[src/shared/sos_pkg.sv]
// package: constants for the status output selector
package sos_pkg;

  // ----------------------------------------------------------------
  // field widths
  // ----------------------------------------------------------------
  localparam int FUNC_W = 5;               // width of a function select code
  localparam int MODE_W = 2;               // width of the trip output mode
  localparam int VOLT_W = 10;              // dc bus reading, whole volts

  // ----------------------------------------------------------------
  // function select codes
  // ----------------------------------------------------------------
  localparam logic [4:0] FN_OVER_VOLT  = 5'h08;  // dc bus over-voltage
  localparam logic [4:0] FN_LOW_VOLT   = 5'h09;  // low-voltage trip
  localparam logic [4:0] FN_LOST_CMD   = 5'h0B;  // frequency command lost
  localparam logic [4:0] FN_RUN        = 5'h0C;  // running
  localparam logic [4:0] FN_STOP       = 5'h0D;  // stopped
  localparam logic [4:0] FN_STEADY     = 5'h0E;  // steady speed
  localparam logic [4:0] FN_READY      = 5'h10;  // ready for run command
  localparam logic [4:0] FN_TRIP       = 5'h11;  // trip output
  localparam logic [4:0] FN_FAN_WARN   = 5'h12;  // cooling fan warning
  localparam logic [4:0] FN_BRAKE      = 5'h13;  // external brake

  // ----------------------------------------------------------------
  // levels, modes and reset values
  // ----------------------------------------------------------------
  localparam logic [9:0] OVER_VOLT_LEVEL   = 10'h19A; // 410 volts dc
  localparam logic [9:0] UNDER_VOLT_DEFAULT = 10'h0AA; // 170 volts dc
  localparam logic [1:0] TRIP_MODE_NO_LV   = 2'h2;    // any trip but low voltage
  localparam logic       FAN_CONTINUE      = 1'h0;    // keep running on fan fault
  localparam logic       OUT_RESET         = 1'h0;    // output level after reset

endpackage : sos_pkg

[src/sos_cond_mux.sv]
// module: one selector that maps a function code to an output level
`timescale 1ns/1ns
module sos_cond_mux
  import sos_pkg::*;
(
  input  wire logic [sos_pkg::FUNC_W-1:0] func_sel,      // function select code
  input  wire logic                       over_volt,     // bus above over-voltage level
  input  wire logic                       low_volt_trip, // bus low and lv trip present
  input  wire logic                       lost_cmd,      // command lost
  input  wire logic                       running,       // run cmd and output voltage
  input  wire logic                       steady,        // neither accel nor decel
  input  wire logic                       ready,         // standby and ready
  input  wire logic                       trip_qual,     // trip qualified by mode
  input  wire logic                       fan_warn,      // fan warning qualified
  input  wire logic                       brake,         // external brake set
  output logic                            cond           // selected condition
);

  // ----------------------------------------------------------------
  // selection
  // ----------------------------------------------------------------
  // undefined codes give a low output
  always_comb
  begin
    unique case (func_sel)
      FN_OVER_VOLT: cond = over_volt;
      FN_LOW_VOLT:  cond = low_volt_trip;
      FN_LOST_CMD:  cond = lost_cmd;
      FN_RUN:       cond = running;
      FN_STOP:      cond = ~running;
      FN_STEADY:    cond = running & steady;
      FN_READY:     cond = ready;
      FN_TRIP:      cond = trip_qual;
      FN_FAN_WARN:  cond = fan_warn;
      FN_BRAKE:     cond = brake;
      default:      cond = 1'h0;
    endcase
  end

endmodule : sos_cond_mux

[src/sos_selector.sv]
// module: status output selector for the relay and the second output
//
// Operation
// - code 8 asserts on bus above 410 V
// - code 9 asserts on low-voltage trip below level
// - code 11 asserts on lost frequency command
// - code 12 asserts while running with voltage output
// - code 13 asserts while drive not running
// - code 14 asserts only in steady speed
// - code 16 asserts when ready for run command
// - code 17 gives trip qualified by trip mode
// - trip mode 2 excludes low-voltage trip
// - code 18 fan warning only when continuing
// - code 19 follows external brake signal
// - relay and output 2 selected independently
`timescale 1ns/1ns
module sos_selector
  import sos_pkg::*;
(
  input  wire logic                       clk,                     // control clock, 20 MHz
  input  wire logic                       rst,                     // sync reset, high
  input  wire logic [sos_pkg::FUNC_W-1:0] relay_function_select,   // relay code
  input  wire logic [sos_pkg::FUNC_W-1:0] output2_function_select, // output 2 code
  input  wire logic [sos_pkg::MODE_W-1:0] trip_output_mode,        // trip qualification
  input  wire logic                       fan_fault_action,        // 0 continue, 1 stop
  input  wire logic [sos_pkg::VOLT_W-1:0] dc_bus_volts,            // bus voltage reading
  input  wire logic [sos_pkg::VOLT_W-1:0] under_volt_level,        // low-voltage level
  input  wire logic                       low_volt_trip,           // lv trip has occurred
  input  wire logic                       other_trip,              // any non-lv trip
  input  wire logic                       lost_cmd,                // command lost
  input  wire logic                       run_cmd,                 // run command present
  input  wire logic                       volt_out,                // producing voltage
  input  wire logic                       accel,                   // accelerating
  input  wire logic                       decel,                   // decelerating
  input  wire logic                       standby_ready,           // ready for run cmd
  input  wire logic                       fan_fault,               // cooling fan fault
  input  wire logic                       brake_set,               // external brake set
  output logic                            relay_out,               // relay drive
  output logic                            multi_output_pin         // second output drive
);

  // ----------------------------------------------------------------
  // state
  // ----------------------------------------------------------------
  typedef struct packed {
    logic relay;   // relay level
    logic out2;    // second output level
  } sos_state_type;

  sos_state_type st_q;  // registered state
  sos_state_type st_d;  // next state

  // ----------------------------------------------------------------
  // shared conditions
  // ----------------------------------------------------------------
  logic over_volt_c;   // bus above over-voltage level
  logic low_trip_c;    // bus under level with lv trip
  logic running_c;     // run cmd with voltage out
  logic steady_c;      // constant speed
  logic trip_c;        // trip qualified by mode
  logic fan_warn_c;    // fan warning qualified
  logic relay_c;       // relay condition
  logic out2_c;        // output 2 condition

  assign over_volt_c = dc_bus_volts > OVER_VOLT_LEVEL;
  assign low_trip_c  = (dc_bus_volts < under_volt_level) & low_volt_trip;
  assign running_c   = run_cmd & volt_out;
  assign steady_c    = ~accel & ~decel;
  // mode 2 ignores low-voltage trips; other modes count every trip
  assign trip_c      = (trip_output_mode == TRIP_MODE_NO_LV) ? other_trip
                       : (other_trip | low_volt_trip);
  assign fan_warn_c  = fan_fault & (fan_fault_action == FAN_CONTINUE);

  // ----------------------------------------------------------------
  // two independent selectors
  // ----------------------------------------------------------------
  sos_cond_mux u_relay_mux (
    .func_sel      (relay_function_select),
    .over_volt     (over_volt_c),
    .low_volt_trip (low_trip_c),
    .lost_cmd      (lost_cmd),
    .running       (running_c),
    .steady        (steady_c),
    .ready         (standby_ready),
    .trip_qual     (trip_c),
    .fan_warn      (fan_warn_c),
    .brake         (brake_set),
    .cond          (relay_c)
  );

  sos_cond_mux u_out2_mux (
    .func_sel      (output2_function_select),
    .over_volt     (over_volt_c),
    .low_volt_trip (low_trip_c),
    .lost_cmd      (lost_cmd),
    .running       (running_c),
    .steady        (steady_c),
    .ready         (standby_ready),
    .trip_qual     (trip_c),
    .fan_warn      (fan_warn_c),
    .brake         (brake_set),
    .cond          (out2_c)
  );

  // ----------------------------------------------------------------
  // next state and register
  // ----------------------------------------------------------------
  // outputs re-evaluate every cycle
  always_comb
  begin
    st_d       = st_q;
    st_d.relay = relay_c;
    st_d.out2  = out2_c;
  end

  // reset clears both outputs
  always_ff @(posedge clk)
  begin
    if (rst)
    begin
      st_q.relay <= OUT_RESET;
      st_q.out2  <= OUT_RESET;
    end
    else
    begin
      st_q <= st_d;
    end
  end

  assign relay_out        = st_q.relay;
  assign multi_output_pin = st_q.out2;

  // ----------------------------------------------------------------
  // code decoding for the checks
  // ----------------------------------------------------------------
  // true for the ten codes that select a condition; all others read low
  function automatic logic code_defined(input logic [FUNC_W-1:0] code);
    case (code)
      FN_OVER_VOLT, FN_LOW_VOLT, FN_LOST_CMD, FN_RUN, FN_STOP: code_defined = 1'h1;
      FN_STEADY, FN_READY, FN_TRIP, FN_FAN_WARN, FN_BRAKE:      code_defined = 1'h1;
      default:                                                  code_defined = 1'h0;
    endcase
  endfunction : code_defined
endmodule : sos_selector

[config.mk]
export PLATFORM = sky130hd
export DESIGN_NAME = sos_selector
export DESIGN_NICKNAME = d
export VERILOG_FILES = /design/src/shared/sos_pkg.sv /design/src/sos_cond_mux.sv /design/src/sos_selector.sv
export SDC_FILE = /design/constraint.sdc
export NUM_CORES = 1
export LEC_CHECK = 0
export ABC_AREA = 1
export BUFFER_PORTS_ARGS = -buffer_cell sky130_fd_sc_hd__buf_2
export CELL_PAD_IN_SITES_DETAIL_PLACEMENT = 0
export CELL_PAD_IN_SITES_GLOBAL_PLACEMENT = 1
export CORE_MARGIN = 4
export CORE_UTILIZATION = 26
export CTS_CLUSTER_SIZE = 20
export DETAILED_ROUTE_END_ITERATION = 8
export GPL_TIMING_DRIVEN = 0
export PLACE_DENSITY_LB_ADDON = 0.1
export SYNTH_ARGS = -nofsm -noshare
export SYNTH_HDL_FRONTEND = slang
export SYNTH_HIERARCHICAL = 1
export SYNTH_SLANG_ARGS = --single-unit
export TNS_END_PERCENT = 1
[constraint.sdc]
create_clock -name clk -period 4.2 [get_ports clk]
set_clock_uncertainty 0.1 [all_clocks]
set_input_delay 0.42 -clock clk [delete_from_list [all_inputs] [get_ports clk]]
set_output_delay 0.42 -clock clk [all_outputs]
set_load 0.01 [all_outputs]
==> results.sh, run 1 <==
export IMPL_status="finished, final reports clean"
export IMPL_synthesis_area_sq_um=651.9
export IMPL_num_antenna_cells=0
export IMPL_dr_pass1_iters=4
export IMPL_cts_hold_buf=0
export IMPL_p_per_area_nw_per_um2=138.4
export IMPL_avgSynthCellArea_sq_um=5.093
export IMPL_start_util=0.2838
export IMPL_worstPathRequired_ns=4.25
export IMPL_ir_worst_vdd_mv=0.1273
export IMPL_final_antenna_net_count=0
export IMPL_slowest_stage="ha_1"
export IMPL_finalNetCount=233
export IMPL_antenna_found_initial=0
export IMPL_crit_chain="buf_2 > ha_1 > nand2_1 > nor2_2 > a21boi_2 > nor2_1 > nand3_1 > nand3_1 > nand2_1 > nand3_1 > inv_1 > nor2_1"
export IMPL_syn_nets=182
export IMPL_drc_errors=0
export IMPL_drtIter0Drc=24
export IMPL_finalCriticalPeriod_ns=1.693
export IMPL_setup_viol=0
export IMPL_grt_pass1_vias=738
export IMPL_layout_common_cells="46 x buf_2, 37 x nand2_1, 30 x inv_1, 15 x nor2_1, 15 x nand3_1"
export IMPL_critPathBufInv=2
export IMPL_report_final_hold_viol_count=0
export IMPL_endpoint_kind="register"
export IMPL_crit_type="in -> reg"
export IMPL_fp_dieW_um=58.07
export IMPL_yosysSeqAreaShare=0.06142
export IMPL_setup_tns_ns=0
export IMPL_synth_top_cell_area_share=0.2131
export IMPL_syn_inst=128
export IMPL_min_path_cells=2
export IMPL_placed_cell_area_sq_um=917.1
export IMPL_fin_crit_sh=0.4030
export IMPL_worst_slew_pin_slew_ns=0.1928
export IMPL_gr_total_overflow=0
export IMPL_path_common_cell="nand3_1"
export IMPL_power_uw=130.0
export IMPL_wl_per_cell_um=8.771
export IMPL_cts_buffer_depth=2
export IMPL_fp_row_count=17
export IMPL_layout_commonest_cell="buf_2"
export IMPL_syn2layout_area_growth_pct=44.15
export IMPL_synth_cell_types=16
export IMPL_die_h_um=58.07
export IMPL_cap_violations=0
export IMPL_boundaryPins=47
export IMPL_num_vias=894
export IMPL_critPathMaxFanout=2
export IMPL_post_cts_resized=0
export IMPL_drt_total_wl_mm=1.798
export IMPL_grt_pass1_wl_mm=2.801
export IMPL_portBuffers=46
export IMPL_post_cts_setup_buffers=0
export IMPL_final_max_slew_viol_count=0
export IMPL_cts_root_buffer="clkbuf_4"
export IMPL_drive_gt1_frac=0.3051
export IMPL_clkSinkCount=2
export IMPL_arrival_ns=1.75
export IMPL_cp_start_kind="input port"
export IMPL_h_tree_depth=1
export IMPL_hpwlAfterDp_mm=1.634
export IMPL_synth_area_leaders="nand2_1 21%, ha_1 17%, inv_1 17%"
export IMPL_routed_via_density=4.361
export IMPL_fmax_ghz=0.5908
export IMPL_design_die_area_sq_um=3372
export IMPL_n_fill_cell=276
export IMPL_stdcell_area_sq_um=939.7
export IMPL_rsz0062_at_grt="no"
export IMPL_min_delay_start="rst"
export IMPL_cts_inserted_buffers=3
export IMPL_cp_top_family="simple AND/OR/NAND/NOR gates"
export IMPL_yosys_area_top_type="nand2_1"
export IMPL_max_slew_margin=0.8705
export IMPL_yosysWarnings=6
export IMPL_grt_start_max_net_pins=8
export IMPL_max_stage_delay_ns=0.30
export IMPL_core_sq_um=2297
export IMPL_worstHoldPathType="in -> reg"
export IMPL_cts_reportedPaths_clkPinSlew_ns=0.03
export IMPL_gp_congestion=0.6964
export IMPL_worstHoldEndpoint="relay_out"
export IMPL_grt_util_all_layers=0.09749
export IMPL_p_leak_nw=0.6271
export IMPL_cts_tree="done"
export IMPL_ys_seq_elements=2
==> per-stage QoR <==
stage	hold slack [ns]	cells	setup WS, ns	util
floorplan	0.3913	128	2.563	-
global placement	0.4921	202	2.292	0.3992
detailed placement	0.4972	202	2.278	0.3992
CTS	0.2712	205	2.496	0.4090
global route	0.2750	205	2.335	0.4090
finish	0.2704	205	2.507	0.4090
==> layer usage <==
layer  part of all wire  up-vias  global-route usage  wire (um)
li1                   -      494                   -          -
met1               0.47      364              0.1511        853
met2               0.42       36              0.1419        761
met3               0.10        0             0.01114        183
met4                  0        0             0.01987          0
met5                  0        -                   0          0
==> sequential cells by signal, indices dropped and copies added, names as in the netlist <==
signal	cells
multi_output_pin	1
relay_out	1
==> layout make-up <==
class / count / area, sq um / share of cell area
Multi-Input combinational cell: 94 / 491.7 / 0.5233
Tap cell: 28 / 35.03 / 0.03728
Timing Repair Buffer: 46 / 230.2 / 0.2450
Clock buffer: 3 / 22.52 / 0.02397
Sequential cell: 2 / 40.04 / 0.04261
Inverter: 32 / 120.1 / 0.1278
==> synthesized netlist by cell type <==
cell type,n
o21ai_0,3
inv_2,2
nand3b_1,2
nand2_1,37
nor2_1,15
inv_1,30
o21ai_1,2
o21bai_1,1
a21boi_2,1
nor3_1,2
nand4_1,2
nor2_2,2
ha_1,9
a21oi_1,3
nand3_1,15
dfxtp_1,2
==> worst max path at each step <==
stage,startpoint,end,slack (ns),cells past startpoint
finish,dc_bus_volts[9],multi_output_pin,2.51,12
floorplan,under_volt_level[9],multi_output_pin,2.56,12
CTS,dc_bus_volts[9],multi_output_pin,2.50,12
detailed placement,dc_bus_volts[9],multi_output_pin,2.28,12
global route,dc_bus_volts[9],relay_out,2.34,13
global placement,dc_bus_volts[9],multi_output_pin,2.29,12
==> kinds of logic after synthesis <==
group           Yosys count  synth area share
simple gates             75            0.4913
compound gates           10           0.09020
buf+inv                  32            0.1843
flops                     2           0.06142
fa+ha+maj                 9            0.1727
==> report_power, final <==
group          switching [mW]  internal [mW]  total, mW  leakage (nW)
combinational          0.0364         0.0326     0.0690         0.597
sequential           0.000117         0.0199     0.0200        0.0163
clock                 0.00960         0.0314     0.0410        0.0138
Power figures use the tool's default switching activity.
==> inputs of run 2 (changes only) <==
CORE_UTILIZATION = 21   (was 26)
clock period = 1.45 ns   (was 4.2 ns; I/O delays follow)
==> run 2 against run 1 <==
  * Clock power grew to 2.9 times the previous value
  * Worst setup slack got worse by 2.4 ns
  * Final cell count increased by 2.0%
  * Hold slack got worse by 0.043 ns
  * Sequential power grew to 2.9 times the previous value
  * Largest cell class unchanged
==> results.sh, run 2 (synthesis gave the netlist of run 1 again) <==
export IMPL_finalNetCount=234
export IMPL_endpoint_kind="register"
export IMPL_die_h_um=63.72
export IMPL_fin_crit_sh=0.9164
export IMPL_core_sq_um=2853
export IMPL_worstPathRequired_ns=1.51
export IMPL_gp_congestion=0.7504
export IMPL_drc_errors=0
export IMPL_boundaryPins=47
export IMPL_clkSinkCount=2
export IMPL_routed_via_density=4.301
export IMPL_gr_total_overflow=0
export IMPL_placed_cell_area_sq_um=920.9
export IMPL_cap_violations=0
export IMPL_cp_start_kind="input port"
export IMPL_grt_pass1_vias=840
export IMPL_worstHoldPathType="in -> reg"
export IMPL_fp_row_count=19
export IMPL_cts_tree="done"
export IMPL_crit_type="in -> reg"
export IMPL_place_ws_ns=-0.2030
export IMPL_h_tree_depth=1
export IMPL_cts_inserted_buffers=3
export IMPL_grt_start_max_net_pins=8
export IMPL_p_per_area_nw_per_um2=395.9
export IMPL_setup_viol=0
export IMPL_portBuffers=46
export IMPL_rsz0062_at_grt="no"
export IMPL_antenna_found_initial=0
export IMPL_syn2layout_area_growth_pct=54.51
export IMPL_drt_total_wl_mm=1.913
export IMPL_grt_util_all_layers=0.09377
export IMPL_grt_pass1_wl_mm=3.194
export IMPL_fin_util=0.3531
export IMPL_power_uw=398.7
export IMPL_status="finished, final reports clean"
export IMPL_drive_gt1_frac=0.3539
export IMPL_critPathMaxFanout=2
export IMPL_worst_slew_pin_slew_ns=0.2212
export IMPL_fmax_ghz=0.7525
export IMPL_report_final_hold_viol_count=0
export IMPL_max_slew_margin=0.8522
export IMPL_cts_reportedPaths_clkPinSlew_ns=0.03
export IMPL_num_antenna_cells=0
export IMPL_start_util=0.2285
export IMPL_layout_common_cells="46 x buf_2, 35 x nand2_1, 29 x inv_1, 14 x nor2_1, 14 x nand3_1"
export IMPL_final_antenna_net_count=0
export IMPL_finalCriticalPeriod_ns=1.329
export IMPL_layout_commonest_cell="buf_2"
export IMPL_drtIter0Drc=13
export IMPL_stdcell_area_sq_um=1007
export IMPL_whs_ns=0.2276
export IMPL_design_die_area_sq_um=4060
export IMPL_final_max_slew_viol_count=0
export IMPL_ir_worst_vdd_mv=0.1528
export IMPL_fp_dieW_um=63.72
export IMPL_setup_ws_ns=0.1212
export IMPL_p_leak_nw=0.6356
export IMPL_num_vias=899
export IMPL_wl_per_cell_um=9.153
export IMPL_dr_pass1_iters=4
export IMPL_cts_root_buffer="clkbuf_4"
export IMPL_cts_buffer_depth=2
export IMPL_hpwlAfterDp_mm=1.673
export IMPL_arrival_ns=1.39
[run 2: path summary, 6_finish.rpt]
kind	start	endpoint	slack, ns	cells past startpoint
max	dc_bus_volts[5]	relay_out	0.12	13
min	output2_function_select[2]	multi_output_pin	0.23	6
[run 2: metal layers]
metal	vias to the layer above	GRT usage	share of wire
met5	-	0	0
met4	0	0.03235	0
met3	0	0.02309	0.076
met2	30	0.1656	0.45
met1	372	0.1096	0.47
li1	497	-	-
[run 2: cell type report]
type                            count  area, sq um
Clock buffer                        3        22.52
Fill cell                         332         1846
Inverter                           32        120.1
Multi-Input combinational cell     94        545.5
Sequential cell                     2        40.04
Tap cell                           31        38.79
Timing Repair Buffer               47        240.2
[run 2: repair_timing]
action	4_1_cts	5_1_grt
setup buffers	0	0
hold buffers	1	0
resized for setup	0	9
endpoints found under the hold margin	2	0
setup endpoints to repair	0	2
[run 2: worst max-delay path, cell delays in order]
cell and delay (ns):
buf_2 0.11, ha_1 0.33, nand2_2 0.08, nor2_1 0.04, nand3_1 0.07, nand2_1 0.06, nor2_2 0.13, nand3_1 0.09
nand3_2 0.07, nand2_1 0.05, nand3_1 0.09, inv_1 0.04, nor2_1 0.08
[run 2: where the power goes]
part           switching [mW]  internal (mW)
registers            0.000339         0.0576
clock network          0.0279         0.0910
logic                   0.116          0.106
total                   0.144          0.255
[run 2: per-stage QoR]
stage / setup TNS, ns / std cells
6_report: 0 / 209
5_1_grt: 0 / 209
4_1_cts: 0 / 209
3_5_place_dp: -0.3833 / 205
3_3_place_gp: -0.3546 / 205
2_1_floorplan: 0 / 128
==> inputs of run 3 (changes only) <==
ABC_AREA = unset   (was 1)
GPL_TIMING_DRIVEN = unset   (was 0)
==> run 3 against run 2 <==
  * The run now ends with setup timing left
  * Critical path depth decreased by 3
  * Flip-flop and latch count unchanged
  * Wire length decreased by 14%
  * Critical endpoint is now multi_output_pin
==> results.sh, run 3 <==
export IMPL_status="complete, but fails checks"
export IMPL_violations="setup timing"
export IMPL_dr_pass1_iters=2
export IMPL_endpoint_kind="register"
export IMPL_grt_start_max_net_pins=6
export IMPL_wl_per_cell_um=10.43
export IMPL_multiInputGateArea_sq_um=570.5
export IMPL_min_path_cells=3
export IMPL_boundaryPins=47
export IMPL_pwr_share_seq=0.132
export IMPL_final_antenna_net_count=0
export IMPL_synth_common_cells="12 x inv_1, 9 x ha_1, 7 x nor2_1, 5 x nand3_1, 4 x a21oi_1"
export IMPL_yosysMostFrequentCell="inv_1"
export IMPL_pwr_share_clk=0.277
export IMPL_drt_total_wl_mm=1.638
export IMPL_syn2layout_area_growth_pct=101.8
export IMPL_synth_area_leaders="ha_1 21%, mux4_1 9.7%, inv_1 8.3%"
export IMPL_placed_cell_area_sq_um=988.4
export IMPL_syn_nets=124
export IMPL_ys_seq_elements=2
export IMPL_cts_root_buffer="clkbuf_4"
export IMPL_wl_met1_um=752
export IMPL_synthArstFlopShare=0
export IMPL_final_cells=157
export IMPL_portBuffers=46
export IMPL_drive_gt1_frac=0.6220
export IMPL_num_antenna_cells=0
export IMPL_max_stage_delay_ns=0.31
export IMPL_gr_total_overflow=0
export IMPL_combPwrFrac=0.591
export IMPL_wl_met2_um=731
export IMPL_grt_pass1_vias=644
export IMPL_yosysWarnings=6
export IMPL_fp_dieW_um=58.85
export IMPL_num_vias=702
export IMPL_cp_top_family="compound AO/OA/AOI/OAI gates"
export IMPL_critPathBufInv=1
export IMPL_worst_slew_pin_slew_ns=0.3267
export IMPL_layout_common_cells="36 x buf_2, 10 x buf_6, 8 x ha_4, 7 x nor2_1, 7 x buf_4"
export IMPL_rsz0062_at_grt="yes"
export IMPL_drtIter0Drc=2
export IMPL_hpwlAfterDp_mm=1.524
export IMPL_p_leak_nw=0.5223
export IMPL_drc_errors=0
export IMPL_final_max_slew_viol_count=0
export IMPL_start_util=0.2192
export IMPL_layout_commonest_cell="buf_2"
export IMPL_cts_reportedPaths_clkPinSlew_ns=0.03
export IMPL_setup_viol=2
export IMPL_avgSynthCellArea_sq_um=7.757
export IMPL_stdcell_area_sq_um=1096
export IMPL_switching_share=0.3069
export IMPL_finalCriticalPeriod_ns=1.831
export IMPL_fin_crit_sh=1.263
export IMPL_synth_cell_types=24
export IMPL_post_cts_setup_buffers=0
export IMPL_core_sq_um=2477
export IMPL_synth_top_cell_area_share=0.2074
export IMPL_cts_tree="done"
export IMPL_fmax_ghz=0.5462
export IMPL_cts_inserted_buffers=3
export IMPL_h_tree_depth=1
export IMPL_clkSinkCount=2
export IMPL_max_slew_margin=0.7794
export IMPL_syn_inst=70
export IMPL_cp_start_kind="input port"
export IMPL_layout_area_seq_sq_um=40.04
export IMPL_finalNetCount=183
export IMPL_internal_power_uw=306.5
export IMPL_top_layer_used="met4"
export IMPL_ys_flop_type="dfxtp_1"
export IMPL_place_ws_ns=-0.6801
export IMPL_p_per_area_nw_per_um2=403.5
export IMPL_cap_violations=0
export IMPL_cts_buffer_depth=2
export IMPL_setup_ws_ns=-0.3807
export IMPL_grt_pass1_wl_mm=2.497
export IMPL_arrival_ns=1.84
export IMPL_setup_tns_ns=-0.7503
export IMPL_antenna_found_initial=0
export IMPL_grt_util_all_layers=0.09144
export IMPL_worstPathRequired_ns=1.46
export IMPL_design_die_area_sq_um=3463
export IMPL_slowest_stage="a221o_1"
export IMPL_met3WireLength_um=132
export IMPL_worstHoldPathType="in -> reg"
export IMPL_synthesis_area_sq_um=543.0
export IMPL_gp_congestion=0.6852
export IMPL_n_fill_cell=262
export IMPL_report_final_hold_viol_count=0
export IMPL_yosysSeqAreaShare=0.07373
export IMPL_yosys_area_top_type="ha_1"
export IMPL_p_sw_uw=135.7
export IMPL_crit_chain="buf_2 > ha_4 > nand4_1 > o311ai_2 > nor3_2 > mux2_4 > a221o_1 > nand3_1 > o21ai_1 > nor2b_1"
export IMPL_fp_row_count=18
export IMPL_fin_util=0.4424
export IMPL_place_inst=153
export IMPL_die_h_um=58.85
export IMPL_routed_via_density=4.471
export IMPL_crit_type="in -> reg"
export IMPL_ir_worst_vdd_mv=0.3218
export IMPL_synth_edff_count=0
export IMPL_worstHoldEndpoint="multi_output_pin"
export IMPL_critPathMaxFanout=2
export IMPL_min_delay_start="output2_function_select[4]"
run 3: power by group through the flow:
stage               sequential [mW]  clock, mW  combinational (mW)
global placement             0.0592          0               0.239
floorplan                    0.0607          0               0.116
finish                       0.0585      0.122               0.261
CTS                          0.0584      0.127               0.262
global route                 0.0585      0.138               0.292
detailed placement           0.0592          0               0.242
run 3: kinds of logic (layout without fill, tap and decap cells):
group / after synthesis / count (layout) / share of synthesized area
flip-flops: 2 / 2 / 0.07374
buffers and inverters: 12 / 69 / 0.08294
AND/OR/NAND/NOR: 26 / 26 / 0.2673
adder cells (fa/ha/maj): 9 / 9 / 0.2074
AO/OA/AOI/OAI: 17 / 17 / 0.2166
multiplexers: 4 / 4 / 0.1521
run 3: layout make-up:
type | instances | share of cell area
Clock buffer | 3 | 0.02055
Inverter | 12 | 0.06393
Multi-Input combinational cell | 56 | 0.5205
Sequential cell | 2 | 0.03653
Tap cell | 30 | 0.03425
Timing Repair Buffer | 54 | 0.3242
run 3: worst max path at each step:
stage | start | end | slack, ns | cells after the start
floorplan | under_volt_level[4] | multi_output_pin | -0.40 | 10
global placement | under_volt_level[4] | multi_output_pin | -0.67 | 11
detailed placement | under_volt_level[4] | multi_output_pin | -0.68 | 11
CTS | under_volt_level[2] | multi_output_pin | -0.40 | 11
global route | dc_bus_volts[3] | multi_output_pin | -0.49 | 10
finish | dc_bus_volts[3] | multi_output_pin | -0.38 | 10
run 3: what timing repair did:
action,in CTS,in global routing
pin swaps,1,1
endpoints found under the hold margin,1,0
hold buffers,1,0
gates resized for setup,12,3
gates cloned,0,0
setup endpoints to repair,2,2
run 3: metal layers:
| metal | GRT usage | vias to the layer above |
|---|---|---|
| met3 | 0.006579 | 3 |
| met4 | 0.03883 | 0 |
| met5 | 0 | - |
| li1 | - | 377 |
| met1 | 0.1227 | 293 |
| met2 | 0.1498 | 29 |
run 3: metrics by stage:
step           hold slack [ns]  power (mW)
6_report                0.1265      0.4423
5_1_grt                 0.1359      0.4884
4_1_cts                 0.1266      0.4477
3_5_place_dp            0.2220      0.3011
3_3_place_gp            0.2278      0.2983
2_1_floorplan           0.1166      0.1770
